[config.mk]
export PLATFORM = sky130hd
export DESIGN_NAME = dsadc_ctrl
export DESIGN_NICKNAME = d
export VERILOG_FILES = /design/src/dsadc_pkg.sv /design/src/sample_divider.sv /design/src/decimator.sv /design/src/dsadc_ctrl.sv
export SDC_FILE = /design/constraint.sdc
export NUM_CORES = 1
export LEC_CHECK = 0
export BUFFER_PORTS_ARGS = -buffer_cell sky130_fd_sc_hd__buf_2
export CAP_MARGIN = 20
export CORE_ASPECT_RATIO = 0.9
export CORE_MARGIN = 4
export CORE_UTILIZATION = 34
export CTS_BUF_LIST = sky130_fd_sc_hd__clkbuf_4 sky130_fd_sc_hd__clkbuf_8
export DETAILED_ROUTE_END_ITERATION = 12
export SYNTH_ARGS = -nofsm -noshare
export SYNTH_HDL_FRONTEND = slang
export SYNTH_SLANG_ARGS = --single-unit
[constraint.sdc]
create_clock -name pclk -period 3.3 [get_ports pclk]
set_clock_uncertainty 0.2 [all_clocks]
set_input_delay 0.165 -clock pclk [delete_from_list [all_inputs] [get_ports pclk]]
set_output_delay 0.165 -clock pclk [all_outputs]
set_load 0.01 [all_outputs]
[src/dsadc_pkg.sv]
// Package: register map, field positions, reset values and timing counts
package dsadc_pkg;
    // Register byte offsets; one aligned word each, so no two alias
    localparam logic [11:0] OFS_CONTROL = 12'h000;
    localparam logic [11:0] OFS_RESULT = 12'h018;
    localparam logic [11:0] OFS_START_STATUS = 12'h004;
    localparam logic [11:0] OFS_BANDGAP = 12'h008;
    localparam logic [11:0] OFS_IRQ_REQUEST = 12'h00C;
    localparam logic [11:0] OFS_IRQ_ENABLE = 12'h010;
    localparam logic [11:0] OFS_POWER = 12'h014;
    // Field positions
    localparam int CTL_REPEAT_BIT = 7;
    localparam int SS_START_BIT = 0;
    localparam int SS_ACTIVE_BIT = 1;
    localparam int SS_CHANNEL_BIT = 2;
    localparam int SS_BYPASS_BIT = 3;
    localparam int IRQ_DONE_BIT = 0;
    localparam int RESULT_LSB = 2;
    localparam int RESULT_BITS = 14;
    // Reset values
    localparam logic [7:0] CTL_RESET = 8'h00;
    localparam logic [7:0] BGT_RESET = 8'h00;
    // Timing: 32 us per conversion, 320 modulator samples each
    localparam int CONV_TIME_NS = 32000;
    localparam int CLK_PERIOD_NS = 50;
    localparam int OVERSAMPLE = 320;
    localparam int CONV_CYCLES = CONV_TIME_NS / CLK_PERIOD_NS;
    localparam int SAMPLE_DIV = CONV_CYCLES / OVERSAMPLE;
    // Chip power states
    typedef enum logic [2:0]
    {
        PWR_ACTIVE, PWR_SLEEP, PWR_WATCH, PWR_SUBACTIVE,
        PWR_SUBSLEEP, PWR_STANDBY
    } power_state_t;
endpackage : dsadc_pkg

[src/sample_divider.sv]
// Sample-strobe divider for the modulator bit stream
`timescale 1ns/1ps
module sample_divider
(
    input wire logic pclk, // System clock
    input wire logic presetn, // Async reset, active low
    input wire logic run, // Count while high
    output logic tick // One-cycle sample strobe
);
    logic [3:0] cnt_ff;

    // Restart at each stop so a conversion begins on a clean phase
    always_ff @(posedge pclk or negedge presetn)
    begin
        if (!presetn)
            cnt_ff <= 4'h0;
        else if (!run || cnt_ff == 4'(dsadc_pkg::SAMPLE_DIV - 1))
            cnt_ff <= 4'h0;
        else
            cnt_ff <= cnt_ff + 4'h1;
    end

    assign tick = run && cnt_ff == 4'(dsadc_pkg::SAMPLE_DIV - 1);
endmodule : sample_divider

[src/decimator.sv]
// Decimation filter: second-order sinc reducing 320 bits to a 14-bit word
`timescale 1ns/1ps
module decimator
(
    input wire logic pclk, // System clock
    input wire logic presetn, // Async reset, active low
    input wire logic clear, // Start a fresh accumulation
    input wire logic sample, // Take one modulator bit
    input wire logic mod_bit, // Modulator output bit
    output logic [13:0] word // Scaled unsigned result
);
    logic [8:0] n_ff;
    logic [16:0] acc_ff;
    logic [16:0] scaled;

    // Triangle weights over the 320-bit frame, both ends tapered
    function automatic logic [7:0] weight(input logic [8:0] n);
        weight = (n < 9'd160) ? 8'(n >> 1) + 8'h01 : 8'(9'd319 - n) >> 1;
    endfunction : weight

    // Weighted sum of ones; a full-scale frame sums to 12800
    always_ff @(posedge pclk or negedge presetn)
    begin
        if (!presetn)
        begin
            n_ff <= 9'h000;
            acc_ff <= 17'h00000;
        end
        else if (clear)
        begin
            n_ff <= 9'h000;
            acc_ff <= 17'h00000;
        end
        else if (sample)
        begin
            n_ff <= n_ff + 9'h001;
            if (mod_bit)
                acc_ff <= acc_ff + 17'(weight(n_ff));
        end
    end

    // Scale 12800 by 1.28125 onto 14 bits; saturate the small overshoot
    assign scaled = acc_ff + (acc_ff >> 2) + (acc_ff >> 5);
    assign word = (scaled > 17'h03FFF) ? 14'h3FFF : scaled[13:0];
endmodule : decimator

[src/dsadc_ctrl.sv]
// Delta-sigma converter control: APB registers, sequencing, decimation
`timescale 1ns/1ps
// Behaviour
// [RULE_01] Result goes to upper 14 of 16 bits
// [RULE_02] Result read allowed anytime, undefined mid-conversion
// [RULE_03] Result held until next conversion begins
// [RULE_04] Result register untouched by reset
// [RULE_05] Result unsigned binary, bit 13 MSB
// [RULE_06] Sample at 320x rate, decimate to 14
// [RULE_07] One conversion takes 32 us
// [RULE_08] Two channels, one selected at once
// [RULE_09] Single-start write launches exactly one conversion
// [RULE_10] Active bit high during conversion, then idle
// [RULE_11] Done flag set; irq only when enabled
// [RULE_12] Single interrupt source: conversion end
// [RULE_13] Repeat bit starts back-to-back conversions
// [RULE_14] Repeat stops on clear, reset, low power
// [RULE_15] Start/status and result frozen below sleep
// [RULE_16] Control changeable only in active state
// [RULE_17] Start/status holds flag, channel, bypass bits
// [RULE_18] Bandgap trim drives reference adjust output
// [RULE_19] Module standby halts converter, keeps registers
// [RULE_20] Software waits 0.8 ms for reference
// [RULE_21] Software discards first result, shifts second
// [RULE_22] Repeat mode converts regardless of start bit
// [RULE_23] Start during conversion ignored
// [RULE_24] Done flag cleared only by software
module dsadc_ctrl
(
    input wire logic pclk, // System clock, 20 MHz
    input wire logic presetn, // Async reset, active low
    input wire logic psel, // APB select
    input wire logic penable, // APB access phase
    input wire logic pwrite, // APB write
    input wire logic [11:0] paddr, // APB byte address
    input wire logic [31:0] pwdata, // APB write data
    output logic [31:0] prdata, // APB read data
    output logic pready, // APB ready
    output logic pslverr, // APB error
    input wire logic [2:0] power_state, // Chip power state
    input wire logic mod_bit, // Modulator one-bit stream
    output logic channel_sel, // 0: input one, 1: input two
    output logic amp_bypass, // Gain amplifier bypass
    output logic mod_enable, // Modulator running
    output logic [7:0] bandgap_trim, // Reference trim code
    output logic irq // Conversion-end interrupt request
);
    typedef enum logic [1:0] {S_IDLE, S_CONV, S_DONE} conv_state_t;

    conv_state_t state_ff;
    logic [7:0] control_ff;
    logic channel_ff;
    logic bypass_ff;
    logic [7:0] trim_ff;
    logic done_flag_ff;
    logic done_ie_ff;
    logic standby_ff;
    logic [15:0] result_ff;
    logic [15:0] cyc_ff;
    logic start_req_ff;
    logic sample;
    logic [13:0] word;
    logic wr_en;
    logic rd_en;
    logic runnable;
    logic frozen;
    logic ctl_ok;
    logic mapped;
    logic finish;

    function automatic logic hit(input logic [11:0] a, input logic [11:0] o);
        hit = (a[11:2] == o[11:2]);
    endfunction : hit

    // Zero-wait APB; address decode for all registers
    assign wr_en = psel && penable && pwrite;
    assign rd_en = psel && !penable && !pwrite;
    assign mapped = hit(paddr, dsadc_pkg::OFS_CONTROL)
        || hit(paddr, dsadc_pkg::OFS_RESULT)
        || hit(paddr, dsadc_pkg::OFS_START_STATUS)
        || hit(paddr, dsadc_pkg::OFS_BANDGAP)
        || hit(paddr, dsadc_pkg::OFS_IRQ_REQUEST)
        || hit(paddr, dsadc_pkg::OFS_IRQ_ENABLE)
        || hit(paddr, dsadc_pkg::OFS_POWER);

    // Freeze in watch and below; module standby freezes too
    assign frozen = (power_state != 3'(dsadc_pkg::PWR_ACTIVE)
        && power_state != 3'(dsadc_pkg::PWR_SLEEP)) || standby_ff; // see [RULE_15] see [RULE_19]
    assign ctl_ok = power_state == 3'(dsadc_pkg::PWR_ACTIVE)
        && !standby_ff; // see [RULE_16]
    assign runnable = !frozen;
    assign finish = state_ff == S_CONV
        && cyc_ff == 16'(dsadc_pkg::CONV_CYCLES - 1); // see [RULE_07]

    // APB ready rises in each access phase; unmapped addresses flag an error
    always_ff @(posedge pclk or negedge presetn)
    begin
        if (!presetn)
        begin
            pready <= 1'b0;
            pslverr <= 1'b0;
        end
        else
        begin
            pready <= psel && !penable;
            pslverr <= psel && !penable && !mapped;
        end
    end

    // Read data captured in setup, presented in access phase
    always_ff @(posedge pclk or negedge presetn)
    begin
        if (!presetn)
            prdata <= 32'h00000000;
        else if (rd_en)
        begin
            prdata <= 32'h00000000;
            if (hit(paddr, dsadc_pkg::OFS_CONTROL))
                prdata[7:0] <= control_ff;
            if (hit(paddr, dsadc_pkg::OFS_RESULT))
                prdata[15:0] <= result_ff; // see [RULE_02]
            if (hit(paddr, dsadc_pkg::OFS_START_STATUS))
            begin
                prdata[dsadc_pkg::SS_ACTIVE_BIT] <= state_ff == S_CONV; // see [RULE_17]
                prdata[dsadc_pkg::SS_CHANNEL_BIT] <= channel_ff;
                prdata[dsadc_pkg::SS_BYPASS_BIT] <= bypass_ff;
            end
            if (hit(paddr, dsadc_pkg::OFS_BANDGAP))
                prdata[7:0] <= trim_ff;
            if (hit(paddr, dsadc_pkg::OFS_IRQ_REQUEST))
                prdata[dsadc_pkg::IRQ_DONE_BIT] <= done_flag_ff;
            if (hit(paddr, dsadc_pkg::OFS_IRQ_ENABLE))
                prdata[dsadc_pkg::IRQ_DONE_BIT] <= done_ie_ff;
            if (hit(paddr, dsadc_pkg::OFS_POWER))
                prdata[0] <= standby_ff;
        end
    end

    // Control register: writable only in active state
    always_ff @(posedge pclk or negedge presetn)
    begin
        if (!presetn)
            control_ff <= dsadc_pkg::CTL_RESET; // see [RULE_14]
        else if (wr_en && ctl_ok && hit(paddr, dsadc_pkg::OFS_CONTROL))
            control_ff <= pwdata[7:0]; // see [RULE_16]
    end

    // Start/status fields; channel and bypass steer the analog side
    always_ff @(posedge pclk or negedge presetn)
    begin
        if (!presetn)
        begin
            channel_ff <= 1'b0;
            bypass_ff <= 1'b0;
            start_req_ff <= 1'b0;
        end
        else
        begin
            start_req_ff <= 1'b0;
            if (wr_en && !frozen
                && hit(paddr, dsadc_pkg::OFS_START_STATUS))
            begin
                channel_ff <= pwdata[dsadc_pkg::SS_CHANNEL_BIT]; // see [RULE_08]
                bypass_ff <= pwdata[dsadc_pkg::SS_BYPASS_BIT];
                start_req_ff <= pwdata[dsadc_pkg::SS_START_BIT]; // see [RULE_09]
            end
        end
    end

    // Bandgap trim keeps working in subactive, as the reference does
    always_ff @(posedge pclk or negedge presetn)
    begin
        if (!presetn)
            trim_ff <= dsadc_pkg::BGT_RESET;
        else if (wr_en && hit(paddr, dsadc_pkg::OFS_BANDGAP) && !standby_ff
            && (power_state == 3'(dsadc_pkg::PWR_ACTIVE)
            || power_state == 3'(dsadc_pkg::PWR_SUBACTIVE)))
            trim_ff <= pwdata[7:0]; // see [RULE_18]
    end

    // Interrupt enable and module standby control
    always_ff @(posedge pclk or negedge presetn)
    begin
        if (!presetn)
        begin
            done_ie_ff <= 1'b0;
            standby_ff <= 1'b0;
        end
        else if (wr_en)
        begin
            if (hit(paddr, dsadc_pkg::OFS_IRQ_ENABLE))
                done_ie_ff <= pwdata[dsadc_pkg::IRQ_DONE_BIT];
            if (hit(paddr, dsadc_pkg::OFS_POWER))
                standby_ff <= pwdata[0]; // see [RULE_19]
        end
    end

    // Done flag: write 0 clears; a completion in that cycle wins
    always_ff @(posedge pclk or negedge presetn)
    begin
        if (!presetn)
            done_flag_ff <= 1'b0;
        else if (finish)
            done_flag_ff <= 1'b1; // see [RULE_11] see [RULE_13]
        else if (wr_en && hit(paddr, dsadc_pkg::OFS_IRQ_REQUEST)
            && !pwdata[dsadc_pkg::IRQ_DONE_BIT])
            done_flag_ff <= 1'b0; // see [RULE_24]
    end

    // Sole interrupt source, gated by the enable
    always_ff @(posedge pclk or negedge presetn)
    begin
        if (!presetn)
            irq <= 1'b0;
        else
            irq <= done_flag_ff && done_ie_ff; // see [RULE_11] see [RULE_12]
    end

    // Conversion sequencer
    always_ff @(posedge pclk or negedge presetn)
    begin
        if (!presetn)
        begin
            state_ff <= S_IDLE;
            cyc_ff <= 16'h0000;
        end
        else if (!runnable)
        begin
            // Watch and below, or module standby, aborts; repeat resumes only when the bit is set
            state_ff <= S_IDLE; // see [RULE_14]
            cyc_ff <= 16'h0000;
        end
        else
        begin
            case (state_ff)
                S_IDLE:
                begin
                    cyc_ff <= 16'h0000;
                    if (start_req_ff || control_ff[dsadc_pkg::CTL_REPEAT_BIT])
                        state_ff <= S_CONV; // see [RULE_09] see [RULE_22]
                end
                S_CONV:
                begin
                    // Start writes here are ignored: no restart path
                    if (finish)
                    begin
                        cyc_ff <= 16'h0000; // see [RULE_23]
                        state_ff <= S_DONE;
                    end
                    else
                        cyc_ff <= cyc_ff + 16'h0001;
                end
                S_DONE:
                begin
                    if (control_ff[dsadc_pkg::CTL_REPEAT_BIT])
                        state_ff <= S_CONV; // see [RULE_13]
                    else
                        state_ff <= S_IDLE; // see [RULE_10]
                end
                default: state_ff <= S_IDLE;
            endcase
        end
    end

    // Result keeps its value through reset; loaded only at completion
    always_ff @(posedge pclk)
    begin
        if (finish)
            result_ff <= {word, 2'b00}; // see [RULE_01] see [RULE_05] see [RULE_03] see [RULE_04]
    end

    // Modulator and pin-side outputs
    always_ff @(posedge pclk or negedge presetn)
    begin
        if (!presetn)
        begin
            mod_enable <= 1'b0;
            channel_sel <= 1'b0;
            amp_bypass <= 1'b0;
            bandgap_trim <= dsadc_pkg::BGT_RESET;
        end
        else
        begin
            mod_enable <= state_ff == S_CONV && runnable;
            channel_sel <= channel_ff;
            amp_bypass <= bypass_ff;
            bandgap_trim <= trim_ff;
        end
    end

    // Sample strobe at 320 per conversion
    sample_divider u_div
    (
        .pclk(pclk),
        .presetn(presetn),
        .run(state_ff == S_CONV),
        .tick(sample)
    ); // see [RULE_06]

    decimator u_dec
    (
        .pclk(pclk),
        .presetn(presetn),
        .clear(state_ff != S_CONV),
        .sample(sample),
        .mod_bit(mod_bit),
        .word(word)
    ); // see [RULE_06]
endmodule : dsadc_ctrl

==> impl_summary.md, run 1 <==
Synth
The dominant register cell in the synthesized netlist is sky130_fd_sc_hd__dfrtp_1. For this run, the register share of the synthesized area comes to 0.439. The number of different library cells used by synthesis comes to 72. The synthesized area per cell is 10.2 sq um. The fraction of synthesis flops using an asynchronous set or reset pin is 0.877. The count of warnings emitted by yosys is 0.

The synthesized netlist cell count is 655. The area of the mapped netlist is 6660 sq um. The register bit total from synthesis is ~110. The synthesized design contains 14 enable-type register cells.

STA
Setup repair after global routing could not meet its margin everywhere. Across all setup checks in the final design, the least slack found is roughly 84 ps. Derived from the worst setup path, the maximum achievable clock frequency is around 0.31 GHz.

The shortest clock period the worst path allows after layout is between 3000 and 4000 ps. In the finished design, the share of the clock period the worst path needs comes to 0.974. The number of failing setup endpoints in the final timing report is 0. The final max-slew violation count is 0. For the pin with the worst max-slew slack, the measured transition is between 800 and 900 ps. The final hold slack is around 43 ps. The tightest slew margin relative to the limit is 0.407. The final number of hold-violating endpoints was 0.

Worst setup path
In this run the register-to-register setup slack is 80 ps. Data arrives at the worst endpoint at 3190 ps. The endpoint kind of the worst setup timing path is a register. Measured in cells, the most critical reg-to-reg path has a length of 12. For the worst setup path, the data required time is 3280 ps. In this run the worst path has a maximum fanout of 5.

The worst setup path is launched from a register. By startpoint and endpoint, the worst setup path is classified as register to register.

Route
The final layout contains routed wiring with a total length of between 10 and 15 mm. The residual antenna-violating net count after detailed routing is 0. The final route contains 5011 vias. After the first detailed-routing iteration, the DRC count stood at around 280. Before antenna repair, the detailed router went through 5 iterations. For this run, design rule violations remaining after detail routing come to 0. The average routed wire per standard cell is between 10 and 15 microns. The number of vias per cell after detailed routing is between 4 and 5.

Clock network
The cell sitting at the root of the clock tree is a sky130_fd_sc_hd__clkbuf_8. The largest buffer count on any clock path is 2. The worst-skew pair later-pin latency is between 400 and 500 ps. The H-tree depth reported by CTS is 4. TritonCTS created 17 clock buffers. Clock-pin slew was measured on the worst setup and hold paths at around 70 ps. The tree built by TritonCTS fans out to 114 sinks.

The CTS tree is done.

Job
Max-cap violations in this run came to 0.

Power and ir drop
The total design power is between 2000 and 3000 uW. Of the total power, registers draw 0.500. The maximum resistive drop on vdd is roughly 0.17 mV. The combinational power share is 0.041. The reported net switching power is about 630 uW.

The leakage power is 0.00378 uW. Of the total power, the share spent switching nets is 0.219. In this run the power density over the cells is approximately 360 nW/um^2. The internal portion of the total power is roughly 2200 uW. The part of the total power dissipated in the clock network is 0.459.

Final layout
The commonest non-fill, non-tap cell in the layout is sky130_fd_sc_hd__dfrtp_1. The share of cells above drive strength 1 is 0.210. The post-layout net count is slightly below 900. The summed area of non-filler cells in the final layout is between 8000 and 9000 sq um. Fill cells in the final layout number between 1.5k and 2k. The relative area change from synthesis to final layout is 20.9%. The final design utilization is 0.419. The number of antenna diodes in the final layout is 0. Summing all flip-flop and latch instances after layout gives around 2900 sq um. The top cell types in the final layout, fill and taps aside, are sky130_fd_sc_hd__dfrtp_1 (100), sky130_fd_sc_hd__nand2_1 (63), sky130_fd_sc_hd__nor2_1 (58). The multi-input gate area in the final layout is roughly 3500 sq um.

Global route
Global routing finished with a remaining overflow of 0. The first global-routing pass estimated ~24 mm of wire. Entering global routing, the biggest net connects around 50 pins. The number of antenna violations at the first check in global routing is 0. The overall global routing resource usage is 0.130. The via count of the first global-routing pass is 4767.

Place
The pre-CTS setup slack is -64.3 ps. The final weighted congestion in routability-driven placement is 0.847. The standard cell area after detailed placement is between 7000 and 8000 sq um. The number of buffer cells added on primary ports is 56. Once detailed placement completed, the half-perimeter wirelength came to ~11 mm.

Floorplan
The die extent in y is ~140 microns. The region available for standard cell placement spans 19200 sq um. The die area is roughly 22000 sq um.

The initial utilization of the core area, before any placement, comes to 0.347. The die is about 160 microns wide. The initialized floorplan defines between 40 and 50 standard-cell rows. Pin placement for this block handled just under 100 I/O pins.

Hold path
The min-delay analysis places its worst path in the category input pin to register. The worst hold path was traced through 4 stages.

Status
The run finished with clean final reports.
routing by layer:
| metal | share of wire | GRT usage | routed length [microns] | vias up |
|---|---|---|---|---|
| met2 | 0.44 | 0.194 | 6140 | 99 |
| li1 | - | - | - | 2534 |
| met4 | 0.011 | 0.0382 | 158 | 0 |
| met3 | 0.049 | 0.0316 | 682 | 14 |
| met5 | 0 | 0 | 0 | - |
| met1 | 0.50 | 0.188 | 7060 | 2364 |
worst max-delay path, cell delays in order, from the launching register on:
cell	delay, ps
sky130_fd_sc_hd__dfrtp_1	360
sky130_fd_sc_hd__inv_2	50
sky130_fd_sc_hd__fa_1	550
sky130_fd_sc_hd__inv_2	50
sky130_fd_sc_hd__ha_4	160
sky130_fd_sc_hd__fa_2	370
sky130_fd_sc_hd__a211oi_2	270
sky130_fd_sc_hd__o211ai_1	150
sky130_fd_sc_hd__nand3_2	150
sky130_fd_sc_hd__o31ai_4	70
sky130_fd_sc_hd__a32oi_4	340
sky130_fd_sc_hd__buf_6	170
sky130_fd_sc_hd__nand3b_1	70
flip-flops by register name, summed over array words and instances, names as in the netlist, 2 cells and up:
register / cells
u_div.cnt_ff: 4
cyc_ff: 16
prdata: 16
u_dec.acc_ff: 17
result_ff: 14
state_ff: 2
u_dec.n_ff: 9
control_ff: 8
bandgap_trim: 8
trim_ff: 8
per-stage QoR:
| step | instances | setup TNS, ps |
|---|---|---|
| after global placement | 974 | 0 |
| after detailed placement | 974 | -656 |
| after floorplan | 670 | 0 |
| after global routing | 1030 | -876 |
| after CTS | 1028 | -14.7 |
| final | 1030 | 0 |
worst paths after layout:
kind,start,endpoint
worst min register to register,trim_ff[7]$_DFFE_PN0P_,bandgap_trim[7]$_DFF_PN0_
min in group asynchronous,presetn,prdata[12]$_DFFE_PN0P_
worst max register to register,u_dec.acc_ff[1]$_DFFE_PN0P_,result_ff[4]$_SDFFCE_PN1P_
worst min-delay path,paddr[6],standby_ff$_DFFE_PN0P_
max in group asynchronous,presetn,control_ff[2]$_DFFE_PN0P_
worst max-delay path,u_dec.acc_ff[1]$_DFFE_PN0P_,result_ff[4]$_SDFFCE_PN1P_
cell type report:
class,count,share of cell area
multi-input cells,493,0.437
repair buffers,113,0.0980
inverters,28,0.0130
well taps,250,0.0388
flip-flops and latches,114,0.363
clock inverters,8,0.0127
clock buffers,24,0.0379
timing repair:
| item | in CTS | in global routing |
|---|---|---|
| hold buffers | 22 | 0 |
| buffers inserted | 0 | 2 |
| pin swaps | 2 | 14 |
| hold endpoints to repair | 79 | 0 |
| gates resized for setup | 1 | 12 |
| setup endpoints to repair | 12 | 19 |
Yosys cell counts, types with 6 or more instances:
library cell                 n  share of area
sky130_fd_sc_hd__fa_1       14          0.042
sky130_fd_sc_hd__o211ai_1    7         0.0079
sky130_fd_sc_hd__nor2b_1     6         0.0056
sky130_fd_sc_hd__edfxtp_1   14          0.063
sky130_fd_sc_hd__xnor2_1    16          0.021
sky130_fd_sc_hd__xor2_1     19          0.025
sky130_fd_sc_hd__nand2b_1    6         0.0056
sky130_fd_sc_hd__buf_2       6         0.0045
sky130_fd_sc_hd__o21ai_0    31          0.023
sky130_fd_sc_hd__inv_1      27          0.015
sky130_fd_sc_hd__and3_1      9         0.0084
sky130_fd_sc_hd__o21ai_1    18          0.014
sky130_fd_sc_hd__nor3_1     11         0.0083
sky130_fd_sc_hd__a211oi_1    7         0.0079
sky130_fd_sc_hd__clkbuf_1   10         0.0056
sky130_fd_sc_hd__nand3_1    27          0.020
sky130_fd_sc_hd__nand2_1    63          0.035
sky130_fd_sc_hd__nor2_1     58          0.033
sky130_fd_sc_hd__nand3_2    11          0.017
sky130_fd_sc_hd__ha_1       32          0.060
sky130_fd_sc_hd__o31ai_1    10          0.011
sky130_fd_sc_hd__buf_4      18          0.020
sky130_fd_sc_hd__mux2_1     18          0.030
sky130_fd_sc_hd__or3_1       7         0.0066
sky130_fd_sc_hd__dfrtp_1   100           0.38
sky130_fd_sc_hd__a21oi_1    33          0.025
logic make-up (layout without fill, tap and decap cells):
family,after synthesis,in the layout,share of synthesized area
AND/OR/NAND/NOR,230,230,0.184
AO/OA/AOI/OAI,145,145,0.144
flip-flops,114,114,0.439
buffers and inverters,63,173,0.0484
adder cells (fa/ha/maj),46,46,0.102
XOR/XNOR,36,36,0.0484
multiplexers,20,20,0.0336
other,1,16,0.000563
power by group through the flow:
stage	Combinational (uW)	Sequential [uW]	Clock [uW]
6_report	118	1430	1310
5_1_grt	133	1430	1410
4_1_cts	121	1430	1360
3_5_place_dp	101	1460	0
3_3_place_gp	101	1460	0
2_1_floorplan	47.1	1460	0
Power figures use the tool's default switching activity.
==> run 2: changes to the inputs <==
--- a/config.mk
+++ b/config.mk
@@ -12,6 +12,7 @@
 export CORE_UTILIZATION = 34
 export CTS_BUF_LIST = sky130_fd_sc_hd__clkbuf_4 sky130_fd_sc_hd__clkbuf_8
 export DETAILED_ROUTE_END_ITERATION = 12
+export RECOVER_POWER = 50
 export SYNTH_ARGS = -nofsm -noshare
 export SYNTH_HDL_FRONTEND = slang
 export SYNTH_SLANG_ARGS = --single-unit
==> impl_summary.md, run 2 (synthesized netlist as in run 1, its figures left out) <==
Status
The flow ran to the end, and the final reports show no timing, DRC or antenna violations.

Final layout
The register with the most flip-flops in the final layout is u_dec.acc_ff. The number of flip-flops in the largest register came to 17 (unchanged). The number of filler cells placed in the layout is 1880 (+1.6%). The relative area change from synthesis to final layout is 20.1%. The post-layout net count is 866 (unchanged). The share of cells above drive strength 1 came to 0.168 (-0.0423). The multi-input gate area in the final layout came to 3520 sq um (unchanged).

In the layout the commonest cells are sky130_fd_sc_hd__dfrtp_1 (100), sky130_fd_sc_hd__nand2_1 (63), sky130_fd_sc_hd__nor2_1 (58). Leaving out fill and tap cells, the most frequent cell in the layout is sky130_fd_sc_hd__dfrtp_1. The count of antenna diodes in the layout was 0 (unchanged). The largest registers in the layout are u_dec.acc_ff x17, cyc_ff x16, prdata x16.

The summed area of non-filler cells in the final layout is 8010 sq um (-0.64%). The combined flip-flop and latch cell area is 2920 sq um (unchanged).

Hold path
The cell depth of the worst min-delay path is 4 (unchanged). The startpoint identified for the worst hold timing path is paddr[6]. The end point of the most critical hold path is standby_ff$_DFFE_PN0P_. The path class of the tightest hold or removal check is input pin to register.

Floorplan
The number of rows created at floorplan is 48 (unchanged). The number of I/O pins was 99 (unchanged). The die extent in y is 141 microns (unchanged). The die area came to 21900 sq um (unchanged). The die span in x is 156 microns (unchanged). The core area was 19200 sq um (unchanged). The initial cell density of the core came to 0.347 (unchanged).

Power and ir drop
The maximum resistive drop on vdd is 0.170 mV (about the same). The leakage power is 0.00365 uW (-3.6%). The power per cell area came to 357 nW/um^2 (+0.56%).

Worst setup path
The most used cell along the critical path is sky130_fd_sc_hd__inv_2. In this run the critical register-to-register path is launched from u_dec.acc_ff[1]$_DFFE_PN0P_. The critical path's slowest cell is sky130_fd_sc_hd__fa_1. The data required time of the critical path is 3280 ps (about the same).

The number of cells traversed by the worst register-to-register path is 12 (unchanged). The critical path start-end classification is register to register. The startpoint class of the critical path is a register.

The worst setup path is captured at a register. The highest net fanout along the worst path is 5 (unchanged). Walking the worst path, the cells encountered are inv_2, fa_1, inv_2, ha_4, fa_2, a211oi_2, o211ai_1, nand3_2, o31ai_4, a32oi_4, buf_6, nand3b_1.

The maximum cell stage delay along the critical path is 550 ps (about the same). The arrival time at the worst endpoint is 3190 ps (about the same). The destination of the worst register-to-register timing path is result_ff[4]$_SDFFCE_PN1P_.

The setup slack on the worst flop-to-flop path came to 90 ps (about the same).

Place
The total half-perimeter wirelength after legalization and detailed placement was 10.6 mm (unchanged). The number of buffer cells added on primary ports is 56 (unchanged). The final weighted congestion in routability-driven placement was 0.847 (unchanged).

The standard cell area after detailed placement is 7360 sq um (unchanged).

STA
The ratio of final minimum period to clock period is 0.974 (about the same). The tightest slew margin relative to the limit is 0.160 (-0.247). The final number of hold-violating endpoints was 0 (unchanged).

The shortest clock period the worst path allows after layout is 3210 ps (-1.17 ps). The final hold slack is 42.0 ps (-1.17 ps). The upper clock frequency limit is 0.311 GHz (about the same). The slew at the pin with the worst max-slew slack came to 1260 ps (+374 ps). Setup repair after global routing could not meet its margin everywhere. The number of failing setup endpoints in the final timing report is 0 (unchanged). The final max-slew violation count was 0 (unchanged).

Global route
The total global routing overflow is 0 (unchanged). The number of antenna violations at the first check in global routing came to 0 (unchanged). The via count of the first global-routing pass is 4767 (unchanged). The maximum number of pins on one net before global-route repair is 51 (unchanged).

The overall global routing resource usage came to 0.130 (unchanged). The first-pass GRT wire length is 23.6 mm (unchanged).

Clock network
The buffer cell driving the clock tree root is sky130_fd_sc_hd__clkbuf_8. The worst-skew pair later-pin latency came to 430 ps (about the same). TritonCTS built the clock tree. The H-tree depth reported by CTS is 4 (unchanged). The clock transition at the registers of the reported paths is 70 ps (about the same).

The TritonCTS buffer count was 17 (unchanged). The count of clock tree sinks came to 114 (unchanged). The largest buffer count on any clock path came to 2 (unchanged).

Route
The number of search-and-repair iterations in the first detailed-routing pass is 6 (+1). The number of vias in the routed layout came to 5019 (+0.16%). The average routed wire per standard cell is 13.7 microns (+0.22%). The total wire length is 14.1 mm (+0.22%). The DRC violation total after the first TritonRoute iteration came to 277 (unchanged). The number of vias per cell after detailed routing is 4.87 (+0.16%). The residual DRC count is 0 (unchanged). The residual antenna-violating net count after detailed routing is 0 (unchanged).

Job
The number of max-capacitance violations reported is 0 (unchanged).
run 2: cell types whose count changed in the layout (fill, tap and decap cells not counted), sizes merged:
cell / before / now
buf: 91 / 56
clkbuf: 24 / 59
run 2: worst max-delay path: cells and delay by family (launching register included):
kind | cells | cell delay [ps]
buf+inv | 3 | 270
fa+ha+maj | 3 | 1080
compound gates | 4 | 830
simple gates | 2 | 220
flops | 1 | 360
run 2: stage by stage:
| step | power [uW] | utilization | std cells | setup TNS [ps] | setup slack (ps) |
|---|---|---|---|---|---|
| final | 2860 | 0.417 | 1030 | 0 | 85.4 |
| after floorplan | 1510 | - | 670 | 0 | 31.6 |
| after global placement | 1560 | 0.383 | 974 | 0 | 6.27 |
| after CTS | 2910 | 0.416 | 1028 | -14.7 | -8.01 |
| after global routing | 2970 | 0.417 | 1030 | -876 | -83.0 |
| after detailed placement | 1560 | 0.383 | 974 | -656 | -64.3 |
run 2: worst max path at each step:
stage	start	endpoint	slack [ps]	depth (start not counted)
floorplan	u_dec.acc_ff[6]$_DFFE_PN0P_	result_ff[10]$_SDFFCE_PN1P_	30	12
global placement	u_dec.acc_ff[1]$_DFFE_PN0P_	result_ff[10]$_SDFFCE_PN1P_	6	12
detailed placement	u_dec.acc_ff[1]$_DFFE_PN0P_	result_ff[10]$_SDFFCE_PN1P_	-60	12
CTS	u_dec.acc_ff[1]$_DFFE_PN0P_	result_ff[2]$_SDFFCE_PN1P_	-8	12
global route	u_dec.acc_ff[1]$_DFFE_PN0P_	result_ff[13]$_SDFFCE_PN1P_	-80	12
finish	u_dec.acc_ff[1]$_DFFE_PN0P_	result_ff[4]$_SDFFCE_PN1P_	90	12
run 2: what timing repair did:
item,in CTS,in global routing
setup endpoints to repair,12,19
hold endpoints to repair,79,0
gates cloned,0,0
hold buffers,22,0
buffers inserted,0,2
resized for setup,1,12
pin swaps,2,14
run 2: cell type report:
| cell class | instances | area share |
|---|---|---|
| Clock inverter | 8 | 0.0128 |
| Tap cell | 250 | 0.0391 |
| Sequential cell | 114 | 0.365 |
| Timing Repair Buffer | 113 | 0.0922 |
| Clock buffer | 24 | 0.0381 |
| Inverter | 28 | 0.0131 |
| Multi-Input combinational cell | 493 | 0.440 |
run 2: power by group:
group | total (uW) | switching (uW) | leakage [uW] | internal [uW]
sequential | 1430 | 4.41 | 0.00149 | 1430
combinational | 115 | 73.8 | 0.00195 | 41.2
clock | 1310 | 549 | 0.000207 | 765
run 2: routing by layer:
metal | global-route usage | part of all wire
met5 | 0 | 0
met4 | 0.0382 | 0.012
met3 | 0.0316 | 0.050
met2 | 0.194 | 0.44
met1 | 0.188 | 0.50
